$ cat config.mk
export PLATFORM = sky130hd
export DESIGN_NAME = flash_read_host
export DESIGN_NICKNAME = d
export VERILOG_FILES = /design/src/flash_read_pkg.sv /design/src/flash_read_host.sv
export SDC_FILE = /design/constraint.sdc
export NUM_CORES = 1
export LEC_CHECK = 0
export BUFFER_PORTS_ARGS = -buffer_cell sky130_fd_sc_hd__buf_2
export CAP_MARGIN = 30
export CORE_UTILIZATION = 53
export DETAILED_ROUTE_END_ITERATION = 10
export GPL_ROUTABILITY_DRIVEN = 0
export MAX_ROUTING_LAYER = met4
export PLACE_DENSITY = 0.87
export SYNTH_ARGS = -nofsm -noshare
export SYNTH_HDL_FRONTEND = slang
export SYNTH_SLANG_ARGS = --single-unit
$ cat constraint.sdc
create_clock -name ref_clk_i -period 3.2 [get_ports ref_clk_i]
set_input_delay 0.96 -clock ref_clk_i [delete_from_list [all_inputs] [get_ports ref_clk_i]]
set_output_delay 0.96 -clock ref_clk_i [all_outputs]
set_load 0.05 [all_outputs]
$ cat src/flash_read_pkg.sv
// Shared constants and types for the serial flash read controller
package flash_read_pkg;

    // ------------------------------------------------------------------
    // Opcodes and indicator bytes
    // ------------------------------------------------------------------
    localparam logic [7:0] OPC_QUAD_IO_4B = 8'hec;
    localparam logic [7:0] OPC_BURST = 8'h1b;
    localparam logic [7:0] OPC_BURST_4B = 8'h1c;
    localparam logic [7:0] OPC_DDR_READ = 8'h0d;
    localparam logic [7:0] OPC_EXIT_ENH = 8'hff;
    localparam logic [7:0] OPC_FOUR_WIRE_ENTRY = 8'h38;
    localparam logic [7:0] MODE_KEEP = 8'ha5;
    localparam logic [7:0] MODE_DROP = 8'hff;

    // ------------------------------------------------------------------
    // Phase lengths, in serial clocks or bits, and the reference and serial clock rates
    // ------------------------------------------------------------------
    localparam logic [5:0] ADDR_BITS_3B = 6'h18;
    localparam logic [5:0] ADDR_BITS_4B = 6'h20;
    localparam logic [5:0] OPC_BITS = 6'h08;
    localparam logic [5:0] MODE_BITS = 6'h08;
    localparam logic [5:0] QUAD_DUMMY_CLK = 6'h06;
    localparam logic [5:0] ENH_DUMMY_CLK = 6'h04;
    localparam logic [5:0] BURST_DUMMY_CLK = 6'h08;
    localparam logic [5:0] BURST_FW_DUMMY_CLK = 6'h06;
    localparam logic [5:0] DDR_DUMMY_CLK = 6'h04;
    localparam int REF_CLK_MHZ = 25;
    localparam int QUARTERS_PER_SCK = 4;
    localparam int SCK_KHZ = REF_CLK_MHZ * 1000 / QUARTERS_PER_SCK;

    // ------------------------------------------------------------------
    // Types
    // ------------------------------------------------------------------
    typedef enum logic [5:0] {
        CMD_QUAD_IO_4B = 6'b000001,
        CMD_BURST = 6'b000010,
        CMD_BURST_4B = 6'b000100,
        CMD_DDR_READ = 6'b001000,
        CMD_EXIT_ENH = 6'b010000,
        CMD_FOUR_WIRE_ENTRY = 6'b100000
    } cmd_type;

    typedef enum logic [6:0] {
        ST_IDLE = 7'b0000001,
        ST_OPC = 7'b0000010,
        ST_ADDR = 7'b0000100,
        ST_MODE = 7'b0001000,
        ST_DUMMY = 7'b0010000,
        ST_DATA = 7'b0100000,
        ST_GAP = 7'b1000000
    } state_type;

    typedef struct packed {
        cmd_type cmd;
        logic [31:0] addr;
        logic [15:0] nbytes;
        logic four_byte;
        logic enhance;
    } read_req_type;

    typedef struct packed {
        logic quad;
        logic ddr;
        logic tx;
        logic [5:0] nev;
    } phase_cfg_type;

endpackage

$ cat src/flash_read_host.sv
// Host controller issuing fast, burst and double-rate reads to a serial flash
`timescale 1ns/1ps

// Behaviour
// ECh sends 32-bit quad address, six dummies.
// Address launched for rising edge, data four lanes.
// Device increments byte address, wraps at top.
// After ECh opcode, later phases use four lanes.
// Abort raises select during data output.
// Enhance: indicator, four dummies, next frame skips opcode.
// Toggling indicator nibbles keep enhance mode.
// Non-toggling indicator clears enhance mode.
// Lone FFh frame leaves enhance mode.
// Device ignores ECh during internal write cycle.
// Four-wire mode entry 38h, opcode on four lanes.
// 1Bh: opcode, 3/4 address bytes, 8 or 6 dummies.
// Burst data streams until select rises.
// Burst address wraps inside aligned window.
// Window 8, 16, 32 or 64 bytes aligned.
// 1Ch is burst read with four address bytes.
// 0Dh opcode single rate, address and data both edges.
// 0Dh one dummy byte after address.
// Device rejects 0Dh during internal write cycle.
// Device keeps burst window, 8 bytes after reset.
module flash_read_host
    import flash_read_pkg::*;
(
    input wire logic ref_clk_i,
    input wire logic rst_n_i,
    input wire logic start_i,
    input wire read_req_type req_i,
    input wire logic abort_i,
    input wire logic [3:0] io_lane_in_i,
    output logic [3:0] io_lane_out_o,
    output logic [3:0] io_lane_oe_o,
    output logic sck_o,
    output logic cs_n_o,
    output logic [7:0] rd_data_o,
    output logic rd_valid_o,
    output logic done_o,
    output logic refused_o,
    output logic busy_o,
    output logic enhance_active_o,
    output logic four_wire_command_mode_o
);

    // ------------------------------------------------------------------
    // State record
    // ------------------------------------------------------------------
    typedef struct packed {
        state_type st;
        read_req_type req;
        logic mode_on;
        logic [1:0] q;
        logic sck;
        logic cs_n;
        logic [3:0] lane_out;
        logic [3:0] lane_oe;
        logic [47:0] sh;
        logic [5:0] beats;
        logic [7:0] rx;
        logic [2:0] bitc;
        logic [15:0] bytes;
        logic [7:0] rd_data;
        logic rd_valid;
        logic done;
        logic refused;
        logic busy;
        logic skip;
        logic four_wire_command_mode;
    } ctl_type;

    ctl_type ctl_ff;
    ctl_type nxt_ctl;

    // ------------------------------------------------------------------
    // Helpers
    // ------------------------------------------------------------------
    // Lane shape and beat count of each phase for the active command
    function automatic phase_cfg_type phase_cfg(input state_type st, input read_req_type r,
                                                input logic four_wire_command_mode, input logic mode_on);
        phase_cfg_type c;
        logic [5:0] abits;
        c = '0;
        abits = (r.cmd != CMD_BURST && r.cmd != CMD_DDR_READ) || r.four_byte ? ADDR_BITS_4B : ADDR_BITS_3B;
        c.quad = four_wire_command_mode || r.cmd == CMD_QUAD_IO_4B;
        c.ddr = r.cmd == CMD_DDR_READ && st != ST_OPC;
        case (st)
            ST_OPC: begin
                c.quad = four_wire_command_mode;
                c.ddr = 1'b0;
                c.tx = 1'b1;
                c.nev = four_wire_command_mode ? OPC_BITS >> 2 : OPC_BITS;
            end
            ST_ADDR: begin
                c.tx = 1'b1;
                c.nev = c.quad ? abits >> 2 : abits;
            end
            ST_MODE: begin
                c.tx = 1'b1;
                c.nev = MODE_BITS >> 2;
            end
            ST_DUMMY: begin
                if (r.cmd == CMD_QUAD_IO_4B) begin
                    c.nev = mode_on ? ENH_DUMMY_CLK : QUAD_DUMMY_CLK;
                end else if (r.cmd == CMD_DDR_READ) begin
                    c.nev = DDR_DUMMY_CLK << 1;
                end else begin
                    c.nev = four_wire_command_mode ? BURST_FW_DUMMY_CLK : BURST_DUMMY_CLK;
                end
            end
            default: begin
                c.nev = 6'h01;
            end
        endcase
        return c;
    endfunction

    // Phase that follows the given one
    function automatic state_type next_phase(input state_type st, input read_req_type r, input logic mode_on);
        state_type n;
        case (st)
            ST_OPC: n = (r.cmd == CMD_EXIT_ENH || r.cmd == CMD_FOUR_WIRE_ENTRY) ? ST_GAP : ST_ADDR;
            ST_ADDR: n = mode_on ? ST_MODE : ST_DUMMY;
            ST_MODE: n = ST_DUMMY;
            ST_DUMMY: n = ST_DATA;
            default: n = ST_GAP;
        endcase
        return n;
    endfunction

    function automatic logic [7:0] opcode_of(input cmd_type cmd);
        logic [7:0] o;
        case (cmd)
            CMD_QUAD_IO_4B: o = OPC_QUAD_IO_4B;
            CMD_BURST: o = OPC_BURST;
            CMD_BURST_4B: o = OPC_BURST_4B;
            CMD_DDR_READ: o = OPC_DDR_READ;
            CMD_EXIT_ENH: o = OPC_EXIT_ENH;
            default: o = OPC_FOUR_WIRE_ENTRY;
        endcase
        return o;
    endfunction

    // ------------------------------------------------------------------
    // Next-state logic
    // ------------------------------------------------------------------
    // One serial clock spans four reference cycles: q0 launch, q1 rise, q2 DDR launch, q3 fall
    always_comb begin
        phase_cfg_type cur;
        phase_cfg_type nc;
        logic [7:0] rx_nxt;
        logic [7:0] mode_byte;
        logic is_4b;
        cur = phase_cfg(ctl_ff.st, ctl_ff.req, ctl_ff.four_wire_command_mode, ctl_ff.mode_on);
        nc = cur;
        rx_nxt = ctl_ff.rx;
        mode_byte = req_i.enhance ? MODE_KEEP : MODE_DROP;
        is_4b = req_i.cmd != CMD_BURST && req_i.cmd != CMD_DDR_READ || req_i.four_byte;
        nxt_ctl = ctl_ff;
        nxt_ctl.rd_valid = 1'b0;
        nxt_ctl.done = 1'b0;
        nxt_ctl.refused = 1'b0;
        case (ctl_ff.st)
            ST_IDLE: begin
                nxt_ctl.sck = 1'b0;
                nxt_ctl.cs_n = 1'b1;
                nxt_ctl.lane_oe = 4'h0;
                if (start_i) begin
                    // Only the quad read or the exit frame may follow an enhanced frame
                    if (ctl_ff.skip && req_i.cmd != CMD_QUAD_IO_4B && req_i.cmd != CMD_EXIT_ENH) begin
                        nxt_ctl.refused = 1'b1;
                    end else begin
                        nxt_ctl.req = req_i;
                        nxt_ctl.mode_on = req_i.cmd == CMD_QUAD_IO_4B && (req_i.enhance || ctl_ff.skip);
                        nxt_ctl.cs_n = 1'b0;
                        nxt_ctl.busy = 1'b1;
                        nxt_ctl.q = 2'd0;
                        nxt_ctl.bitc = 3'd0;
                        nxt_ctl.bytes = req_i.nbytes == 16'h0000 ? 16'h0001 : req_i.nbytes;
                        if (ctl_ff.skip && req_i.cmd == CMD_QUAD_IO_4B) begin
                            nxt_ctl.st = ST_ADDR;
                            nxt_ctl.sh = {req_i.addr, mode_byte, 8'h00};
                        end else begin
                            nxt_ctl.st = ST_OPC;
                            nxt_ctl.sh = is_4b ? {opcode_of(req_i.cmd), req_i.addr, mode_byte}
                                               : {opcode_of(req_i.cmd), req_i.addr[23:0], mode_byte, 8'h00};
                        end
                        nc = phase_cfg(nxt_ctl.st, nxt_ctl.req, ctl_ff.four_wire_command_mode, nxt_ctl.mode_on);
                        nxt_ctl.beats = nc.nev;
                        nxt_ctl.lane_out = nc.quad ? nxt_ctl.sh[47:44] : {3'b000, nxt_ctl.sh[47]};
                        nxt_ctl.lane_oe = nc.quad ? 4'hf : 4'h1;
                    end
                end
            end
            ST_GAP: begin
                // Select high ends the frame; the modes it armed take effect now
                nxt_ctl.st = ST_IDLE;
                nxt_ctl.cs_n = 1'b1;
                nxt_ctl.sck = 1'b0;
                nxt_ctl.lane_oe = 4'h0;
                nxt_ctl.busy = 1'b0;
                nxt_ctl.done = 1'b1;
                if (ctl_ff.req.cmd == CMD_QUAD_IO_4B) begin
                    nxt_ctl.skip = ctl_ff.req.enhance;
                end else if (ctl_ff.req.cmd == CMD_EXIT_ENH) begin
                    nxt_ctl.skip = 1'b0;
                end else if (ctl_ff.req.cmd == CMD_FOUR_WIRE_ENTRY) begin
                    nxt_ctl.four_wire_command_mode = 1'b1;
                end
            end
            default: begin
                nxt_ctl.q = ctl_ff.q + 2'd1;
                nxt_ctl.sck = nxt_ctl.q == 2'd1 || nxt_ctl.q == 2'd2;
                // Capture read data two quarters after each device launch
                if (ctl_ff.st == ST_DATA && (nxt_ctl.q == 2'd1 || (cur.ddr && nxt_ctl.q == 2'd3))) begin
                    rx_nxt = cur.quad ? {ctl_ff.rx[3:0], io_lane_in_i} : {ctl_ff.rx[6:0], io_lane_in_i[1]};
                    nxt_ctl.rx = rx_nxt;
                    nxt_ctl.bitc = ctl_ff.bitc + (cur.quad ? 3'd4 : 3'd1);
                    if (nxt_ctl.bitc == 3'd0) begin
                        nxt_ctl.rd_data = rx_nxt;
                        nxt_ctl.rd_valid = 1'b1;
                        nxt_ctl.bytes = ctl_ff.bytes - 16'h0001;
                        if (ctl_ff.bytes == 16'h0001) begin
                            nxt_ctl.st = ST_GAP;
                        end
                    end
                end
                if (ctl_ff.st == ST_DATA && abort_i) begin
                    nxt_ctl.st = ST_GAP;
                end
                // Beat boundary: shift the sent bits away and move on when the phase is used up
                if (ctl_ff.st != ST_DATA && (nxt_ctl.q == 2'd0 || (cur.ddr && nxt_ctl.q == 2'd2))) begin
                    if (cur.tx) begin
                        nxt_ctl.sh = cur.quad ? ctl_ff.sh << 4 : ctl_ff.sh << 1;
                    end
                    if (ctl_ff.beats == 6'h01) begin
                        nxt_ctl.st = next_phase(ctl_ff.st, ctl_ff.req, ctl_ff.mode_on);
                        nc = phase_cfg(nxt_ctl.st, ctl_ff.req, ctl_ff.four_wire_command_mode, ctl_ff.mode_on);
                        nxt_ctl.beats = nc.nev;
                    end else begin
                        nxt_ctl.beats = ctl_ff.beats - 6'h01;
                    end
                    // Lanes are released from the dummy phase on so the device can turn them
                    nxt_ctl.lane_out = nc.quad ? nxt_ctl.sh[47:44] : {3'b000, nxt_ctl.sh[47]};
                    nxt_ctl.lane_oe = !nc.tx ? 4'h0 : (nc.quad ? 4'hf : 4'h1);
                end
                if (nxt_ctl.st == ST_GAP) begin
                    nxt_ctl.lane_oe = 4'h0;
                    // No fresh rise once the frame ends, so the device never sees a runt clock pulse
                    nxt_ctl.sck = nxt_ctl.sck && ctl_ff.sck;
                end
            end
        endcase
    end

    // ------------------------------------------------------------------
    // State register
    // ------------------------------------------------------------------
    always_ff @(posedge ref_clk_i) begin
        if (!rst_n_i) begin
            ctl_ff <= '0;
            ctl_ff.st <= ST_IDLE;
            ctl_ff.req.cmd <= CMD_QUAD_IO_4B;
            ctl_ff.cs_n <= 1'b1;
        end else begin
            ctl_ff <= nxt_ctl;
        end
    end

    // Every output is a field of the registered state
    assign io_lane_out_o = ctl_ff.lane_out;
    assign io_lane_oe_o = ctl_ff.lane_oe;
    assign sck_o = ctl_ff.sck;
    assign cs_n_o = ctl_ff.cs_n;
    assign rd_data_o = ctl_ff.rd_data;
    assign rd_valid_o = ctl_ff.rd_valid;
    assign done_o = ctl_ff.done;
    assign refused_o = ctl_ff.refused;
    assign busy_o = ctl_ff.busy;
    assign enhance_active_o = ctl_ff.skip;
    assign four_wire_command_mode_o = ctl_ff.four_wire_command_mode;

endmodule

==> results, run 1 <==
- By area, the combinational part of the netlist is dominated by simple AND/OR/NAND/NOR gates.
- For this design, the CTS-stage hold fixing added 0 buffers.
- The post-synthesis share of cell area spent on full adders, half adders and majority gates is 0.0205.
- The area overhead of the layout relative to synthesis is 16.3%.
- OpenSTA, run right after detailed placement, puts the worst setup slack at 111 ps.
- The worst pin sits at a relative slew slack of 0.437.
- The proportion of register bits with asynchronous set or reset after synthesis is 0.
- The die is 119 um tall.
- For this block, wires on met1 add up to 8620 um.
- The die covers between 0.01 and 0.015 sq mm.
- Data on the critical path is required at its endpoint by approximately 3600 ps.
- The remaining global-route overflow is 0.
- The power share of the sequential group is 0.355.
- The power per cell area is slightly below 600 mW/mm^2.
- In this run, placement finished with an instance count of between 1,000 and 1,500.
- The count of cells along the worst register-to-register path is 12.
- The kind of launch point of the worst setup path is a flip-flop.
- The count of antenna diodes in the layout is 0.
- The clock tree root driver cell is sky130_fd_sc_hd__clkbuf_16.
- The via count of the first global-routing pass is roughly 6,900.
- The max-slew violation count is 0.
- The critical path is of the reg -> reg type.
- Synthesis produced a netlist with a net count of 1,011.
- 88 I/O pins were placed.
- The worst-case IR drop observed on VDD is 0.000361 V.
- The effective utilization at floorplan is 0.547.
- Row generation in the floorplan step produced 42 rows.
- The final hold violation count is 0.
- The number of flip-flops and latches in the synthesized netlist is 120.
- The delay contributed by the slowest stage of the critical path is 390 ps.
- The number of maximum-capacitance violations is 0.
- The run finished with clean final reports.
- The layout cell share with drive strength beyond 1 is 0.180.
- The final route contains 7,486 vias.
- Detailed routing placed a total of between 1500 and 2000 um of wire on met3.
- The fraction of power consumed by combinational cells is 0.275.
- The cell depth of the worst min-delay path is 2.
- The CTS tree is yes.
- For this design the total switching power over the nets is around 0.0016 W.
- The number of failing setup endpoints in the final timing report is 0.
- The chip width is 119 um.
- Of the post-synthesis cell area, the part taken by muxes is 0.110.
- The endpoint identified for the worst register-to-register timing path is ctl_ff[24]$_SDFFE_PN0P_.
- The leakage power summed over all cells is about 3.4 nW.
- The setup slack after layout is between 150 and 200 ps.
- For the worst-skew pair, the clock arrives at the later sink with an insertion delay of 420 ps.
- The share of the clock period used by the worst path is 0.947.
- Counting flops with a built-in enable in the synthesized netlist gives 0.
- The clock share of power is 0.369.
- During placement, the flow inserted port buffers numbering 87.
- The top flip-flop cell by instance count after synthesis is sky130_fd_sc_hd__dfxtp_1.
- The overall fraction of global-route tracks in use is 0.305.
- At the end of the flow, the number of nets in the layout was between 1,000 and 1,500.
- The routed design uses just under 10,000 um of met2 wire.
- The share of the Yosys chip area taken by registers is 0.329.
- The clock drives between 100 and 150 sinks.
- The area fraction in compound gates after synthesis was 0.213.
- Of the total synthesized cell area, the portion taken by AND, OR, NAND and NOR gates is 0.237.
- The initial antenna violation count was 0.
- In the routed design, unresolved DRC markers number 0.
- In this run, the number of DRC markers left after iteration 0 of detailed routing was 815.
- The buffer depth of the longest clock path is 2.
- The post-synthesis share of cell area spent on xor and xnor gates is 0.0240.
- Dividing the detail-routed wire length by the instance count gives 17.8 um.
- The pin count of the biggest net entering global routing is 54.
- The internal power component is about 0.0033 W.
- After technology mapping, the gate count stands at 935.
- The worst hold path terminates at ctl_ff[109]$_SDFFE_PN0P_.
- The kind of capture point of the worst setup path is a flip-flop.
- The HPWL after detailed placement is roughly 14,000 um.
- The final clock skew is between 7 and 8 ps.
- The final critical path time including I/O delays and setup is a little over 3000 ps.
- The H-tree generated during clock tree synthesis spans 4 levels.
- The clock edge transition at the registers on the reported setup and hold paths is ~50 ps.
- The post-layout instance count excluding filler cells is 1,179.
- The filler cell count is about 1,100.
- The first-pass GRT wire length is roughly 34,000 um.
- The slew at the pin with the worst max-slew slack is ~840 ps.
- Setup slack on the worst reg-to-reg path comes out at around 170 ps.
- The cell with the largest stage delay on the worst path is sky130_fd_sc_hd__or2_2.
- The Yosys step of the flow raised 0 warnings.
- The largest fanout on the critical path is 8.
- The worst hold path begins at ctl_ff[109]$_SDFFE_PN0P_.
- The length of the first detailed-routing pass in iterations is 7.
- Walking the worst path, the cells encountered are nor2_1, and4b_1, a21oi_4, and2_1, ha_2, xnor2_1, or3_1, nor3_1, mux2i_2, or2_2, o21ai_0, a32o_1.
- The number of clock buffers inserted by TritonCTS is 17.
- The maximum operating frequency is 330 MHz.
- The standard cell core area is 0.0133 sq mm.
- The routed design has 21,000 um of wire.
- The min-delay analysis places its worst path in the category reg -> reg.
- The beginning of the worst register-to-register path is ctl_ff[159]$_SDFFE_PN0P_.
- After detailed routing, no signal wire sits above met4.
- The average instance area after synthesis is 7.81 sq um.
- Of the total power, the share spent switching nets is 0.330.
- The number of nets with antenna violations after detailed routing is 0.
- The vias per cell is roughly 6.3.
- Data arrives at the worst endpoint at roughly 3400 ps.
- The netlist area before placement is around 0.0073 sq mm.
- The synthesized netlist contains roughly 80 unique library cells.
==> final cells by class <==
type | count | area (sq um) | share of cell area
Multi-Input combinational cell | 716 | 4460 | 0.525
Sequential cell | 120 | 2400 | 0.283
Timing Repair Buffer | 124 | 806 | 0.0949
Clock buffer | 21 | 450 | 0.0530
Tap cell | 176 | 220 | 0.0259
Clock inverter | 9 | 103 | 0.0121
Inverter | 13 | 48.8 | 0.00574
==> cell usage in the layout (no fill, tap or decap), drive strengths merged, types with 3 or more instances in the layout <==
master and instances:
dfxtp 120, or2 4, o21a 4, mux2i 77, xnor2 10, buf 123
nand3 19, o211ai 4, clkinv 4, o211a 5, a21o 3, nand3b 5
a32o 5, nor2 158, clkinvlp 3, nand2 67, nor3 65, o21ai 58
o32a 3, and3 7, xor2 10, clkbuf 22, inv 13, a22oi 5
nor3b 3, mux2 3, o221ai 5, or3 6, a211oi 29, a31oi 7
and2 8, a22o 3, a21oi 43, a311oi 3, nand2b 5, ha 12
nor4 13, o22ai 29, a221oi 3
==> per-stage QoR <==
stage | util | TNS, ps | power, W | cell area [sq um] | hold WS (ps)
floorplan | - | 0 | 0.00276 | 7310 | 436
global placement | 0.591 | 0 | 0.00304 | 7890 | 446
detailed placement | 0.591 | 0 | 0.00307 | 7890 | 458
CTS | 0.633 | 0 | 0.00489 | 8440 | 466
global route | 0.636 | -29.7 | 0.00514 | 8490 | 489
finish | 0.636 | 0 | 0.00494 | 8490 | 466
==> registers in the layout (all words and copies together) (netlist names) <==
signal and flops:
busy_o 1, cs_n_o 1, ctl_ff 98, done_o 1, enhance_active_o 1, four_wire_command_mode_o 1, io_lane_oe_o 2, io_lane_out_o 4
rd_data_o 8, rd_valid_o 1, refused_o 1, sck_o 1
==> timing repair <==
item | CTS | global route
resized for setup | 0 | 4
endpoints found under the setup margin | 0 | 13
buffers inserted | 0 | 2
==> worst max path at each step <==
stage,start,end,slack (ps),cells past startpoint
6_report,ctl_ff[159]$_SDFFE_PN0P_,ctl_ff[24]$_SDFFE_PN0P_,170,12
4_1_cts,ctl_ff[159]$_SDFFE_PN0P_,sck_o$_SDFF_PP0_,100,12
5_1_grt,ctl_ff[159]$_SDFFE_PN0P_,io_lane_oe_o[2]$_SDFFE_PN0P_,-30,12
3_5_place_dp,req_i[55],io_lane_out_o[1]$_SDFFE_PN0P_,110,9
2_1_floorplan,ctl_ff[159]$_SDFFE_PN0P_,ctl_ff[21]$_SDFFE_PN0P_,20,15
3_3_place_gp,req_i[55],io_lane_out_o[1]$_SDFFE_PN0P_,160,9
==> power by group through the flow <==
stage               registers [W]  clock network, W  logic (W)
detailed placement        0.00178                 0    0.00129
global route              0.00177           0.00191    0.00147
CTS                       0.00175           0.00183    0.00132
global placement          0.00177                 0    0.00127
finish                    0.00175           0.00182    0.00136
floorplan                 0.00176                 0   0.000996
==> worst max-delay path, delay by kind of cell, from the launching register on <==
kind | cells | cell delay [ps]
simple gates | 6 | 1670
compound gates | 3 | 410
flops | 1 | 340
mux | 1 | 200
fa+ha+maj | 1 | 190
xor+xnor | 1 | 170
==> synthesized netlist by cell type (all sizes together) (4+ instances only) <==
master	n	area, sq um
nand2	67	259
clkbuf	41	154
dfxtp	120	2400
o22ai	29	181
and2	8	50.1
buf	45	282
o221ai	5	43.8
a22oi	5	37.5
a31oi	7	43.8
xor2	10	87.6
nand2b	5	31.3
or2	4	25.0
a211oi	29	223
nand3b	5	37.5
inv	13	48.8
nor2	158	596
o21ai	58	302
or3	6	42.5
and3	7	43.8
a21oi	43	226
o21a	4	30.0
mux2i	77	771
o211a	5	50.1
a32o	5	50.1
ha	12	150
xnor2	10	87.6
nand3	19	95.1
nor4	13	87.6
o211ai	4	30.0
nor3	65	325
==> layer usage <==
layer	vias to the layer above	track usage
met5	-	-
met4	0	0.146
met3	75	0.0603
met2	390	0.472
met1	3525	0.381
li1	3496	-
==> cells by family after synthesis <==
kind of cell	count (synthesis)
AND/OR/NAND/NOR	373
AO/OA/AOI/OAI	231
adder cells (fa/ha/maj)	12
multiplexers	80
XOR/XNOR	20
flip-flops	120
buffers and inverters	99
Power figures use the tool's default switching activity.
==> inputs of run 2 (changes only) <==
- CORE_UTILIZATION: 53 -> 50
- PLACE_DENSITY: 0.87 -> 0.83
==> run 2 against run 1 <==
Compared with the run above:
- via count is 2.0% lower
- die area is 5.9% higher
- count of clock-buffer cells in the layout is 1 lower
- non-clock buffer count is 7 higher
- worst hold slack worse by 5.1 ps
- worst setup slack better by 47 ps
- fmax is 1.6% higher
- flip-flop and latch count stayed put
- design area is 1.2% higher
- wire length is 1.7% lower
- critical path type unchanged
- critical endpoint is now ctl_ff[20]$_SDFFE_PN0P_
==> results, run 2 (synthesized netlist as in run 1, its figures left out) <==
- The run finished with clean final reports.
- The clock share of power is 0.399 (+0.030).
- The maximum vdd drop is 0.000313 V (-13%).
- The class of the tightest hold or removal check is reg -> reg.
- The switching part of the total power was 0.321 (-0.00970).
- The total number of vias is 7,340 (-2.0%).
- The leading cell type in the layout, fill and taps excluded is sky130_fd_sc_hd__nor2_1.
- The length of the first detailed-routing pass in iterations is 5 (-2).
- The slack of the worst reg-to-reg path is 220 ps (+50 ps).
- The largest fanout on the critical path is 15 (+7).
- The switching component of the power was 0.00165 W (+1.1%).
- The beginning of the worst register-to-register path is ctl_ff[166]$_SDFFE_PN0P_.
- The clock tree root driver cell is sky130_fd_sc_hd__clkbuf_16.
- The most critical setup path has its startpoint at ctl_ff[166]$_SDFFE_PN0P_.
- The most flop-heavy register is ctl_ff.
- The standard cell core area was 0.0140 sq mm (+5.2%).
- The number of buffer cells added on primary ports came to 87 (unchanged).
- The endpoint required time on the critical path came to 3520 ps (-40 ps).
- The largest individual stage delay along the critical path comes from the cell sky130_fd_sc_hd__or3_1.
- The signal on the critical path passes through nor3_2, nand3_1, a21oi_4, and2_1, ha_1, xnor2_1, or3_1, mux2_2, a21oi_4, buf_12, buf_4, nor2_1, a311oi_1.
- The clock latency of the later-clocked register in the worst-skew pair is 430 ps (about the same).
- The total number of nets in the final design was 1,075 (+0.66%).
- Compared with the post-synthesis result, the final layout area differs by 17.7%.
- The effective utilization at floorplan came to 0.520 (-0.0271).
- The I/O pin count was 88 (unchanged).
- The count of unresolved DRC violations after routing is 0 (unchanged).
- The worst hold path startpoint is ctl_ff[19]$_SDFFE_PN0P_.
- The most critical setup path has its endpoint at ctl_ff[20]$_SDFFE_PN0P_.
- The die area was 0.0151 sq mm (+5.9%).
- The initial antenna violation count came to 0 (unchanged).
- The buffer depth of the longest clock path is 2 (unchanged).
- The clock edge transition at the registers on the reported setup and hold paths came to 60 ps (about the same).
- The number of clock buffers inserted by TritonCTS was 17 (unchanged).
- The sequential cell area came to 0.00240 sq mm (unchanged).
- The internal power component is 0.00350 W (+5.7%).
- The layout cell share with drive strength beyond 1 came to 0.189 (+0.00828).
- The pin count of the biggest net entering global routing is 50 (-7.4%).
- The power per cell area is 598 mW/mm^2 (+2.9%).
- The max-slew violation count is 0 (unchanged).
- The violation count after the first detailed-routing iteration was 611 (-25%).
- The worst-case headroom to the max-slew limit is 0.480 (+0.0431).
- The number of maximum-capacitance violations was 0 (unchanged).
- The slew at the pin with the worst max-slew slack is 779 ps (-65.8 ps).
- In this design, the critical path's most frequently occurring cell is sky130_fd_sc_hd__a21oi_4.
- The number of flip-flops in the largest register is 98 (unchanged).
- The depth of the CTS H-tree is 4 (unchanged).
- The final hold violation count came to 0 (unchanged).
- The count of antenna diodes in the layout came to 0 (unchanged).
- Setup repair after global routing left no endpoint under its margin.
- STA classifies the critical path startpoint as a flip-flop.
- The half-perimeter wire length after placement is 14,100 um (-0.40%).
- The count of hold buffers inserted by post-cts repair was 0 (unchanged).
- The multi-input logic area is 0.00446 sq mm (about the same).
- The vias per cell is 6.16 (-3.0%).
- The capture instance of the worst register-to-register path is ctl_ff[20]$_SDFFE_PN0P_.
- The arrival time at the worst endpoint came to 3310 ps (-80 ps).
- The count of cells along the worst register-to-register path was 13 (+1).
- The die boundary height is 123 um (+2.9%).
- The setup total negative slack came to 0 ps (unchanged).
- The filler cell count came to 1,194 (+4.3%).
- The first-pass GRT wire length was 33,800 um (-0.14%).
- The top cell types in the final layout, fill and taps aside, are sky130_fd_sc_hd__nor2_1 (157), sky130_fd_sc_hd__dfxtp_1 (119), sky130_fd_sc_hd__buf_2 (87).
- The cell row count is 43 (+2.4%).
- The kind of capture point of the worst setup path is a flip-flop.
- The average detailed-routed wire length per instance is 17.3 um (-2.8%).
- The share of the clock period used by the worst path is 0.933 (-0.0147).
- The power share of the sequential group is 0.340 (-0.015).
- The chip width is 123 um (+2.9%).
- The number of clock sinks is 120 (unchanged).
- The fraction of power consumed by combinational cells is 0.261 (-0.014).
- The leakage power summed over all cells is 3.44 nW (+1.9%).
- The critical path start-end classification is reg -> reg.
- The via count of the first global-routing pass is 6,835 (-0.58%).
- The post-layout instance count excluding filler cells is 1,192 (+1.1%).
- The number of nets with antenna violations after detailed routing came to 0 (unchanged).
- The delay contributed by the slowest stage of the critical path is 350 ps (-40 ps).
- The total instance count after detailed placement is 1,157 (+0.96%).
- The maximum operating frequency was 335 MHz (+1.6%).
- The aggregate routed wire length is 20,700 um (-1.7%).
- The number of failing setup endpoints in the final timing report is 0 (unchanged).
- The remaining global-route overflow is 0 (unchanged).
- The final clock skew is 11.8 ps (+4.03 ps).
- The CTS tree is yes.
- The final critical path time including I/O delays and setup is 2980 ps (-47.0 ps).
- The overall fraction of global-route tracks in use is 0.294 (-0.0108).
-- run 2: final cells by class --
cell class	instances	area share
well taps	180	0.0262
flip-flops and latches	120	0.280
multi-input cells	716	0.519
inverters	13	0.00568
clock inverters	12	0.0202
clock buffers	20	0.0531
repair buffers	131	0.0963
-- run 2: power groups by stage --
stage	Sequential [W]	Clock, W	Combinational [W]
after floorplan	0.00176	0	0.000996
after global placement	0.00177	0	0.00127
after detailed placement	0.00178	0	0.00129
after CTS	0.00175	0.00206	0.00131
after global routing	0.00177	0.00213	0.00146
final	0.00175	0.00205	0.00134
-- run 2: worst min path at each step --
stage / endpoint / depth (start not counted)
6_report: ctl_ff[19]$_SDFFE_PN0P_ / 2
2_1_floorplan: ctl_ff[19]$_SDFFE_PN0P_ / 2
5_1_grt: ctl_ff[109]$_SDFFE_PN0P_ / 2
3_5_place_dp: ctl_ff[19]$_SDFFE_PN0P_ / 2
3_3_place_gp: ctl_ff[19]$_SDFFE_PN0P_ / 2
4_1_cts: ctl_ff[109]$_SDFFE_PN0P_ / 2
-- run 2: worst max-delay path, delay by kind of cell, from the launching register on --
family / cells / cell delay [ps]
XOR/XNOR: 1 / 120
AND/OR/NAND/NOR: 5 / 1020
flip-flops: 1 / 310
adder cells (fa/ha/maj): 1 / 200
multiplexers: 1 / 320
AO/OA/AOI/OAI: 3 / 620
buffers and inverters: 2 / 300
-- run 2: metal layers --
metal / routed length (um) / up-vias / track usage
met2: 9700 / 332 / 0.460
met3: 1590 / 56 / 0.0641
met1: 8710 / 3440 / 0.363
met5: 0 / - / -
met4: 673 / 0 / 0.133
li1: - / 3512 / -
-- run 2: through the flow --
step | setup WS, ps | area, sq um | util | hold slack (ps) | total power (W)
finish | 216 | 8600 | 0.612 | 461 | 0.00515
global route | 12.1 | 8600 | 0.612 | 500 | 0.00537
CTS | 34.9 | 8550 | 0.609 | 466 | 0.00512
detailed placement | 65.6 | 7920 | 0.564 | 451 | 0.00307
global placement | 145 | 7920 | 0.564 | 445 | 0.00304
floorplan | 15.6 | 7310 | - | 436 | 0.00276
-- run 2: what timing repair did --
item / 4_1_cts / 5_1_grt
resized for setup: 0 / 2
setup buffers: 0 / 3
setup endpoints to repair: 0 / 18
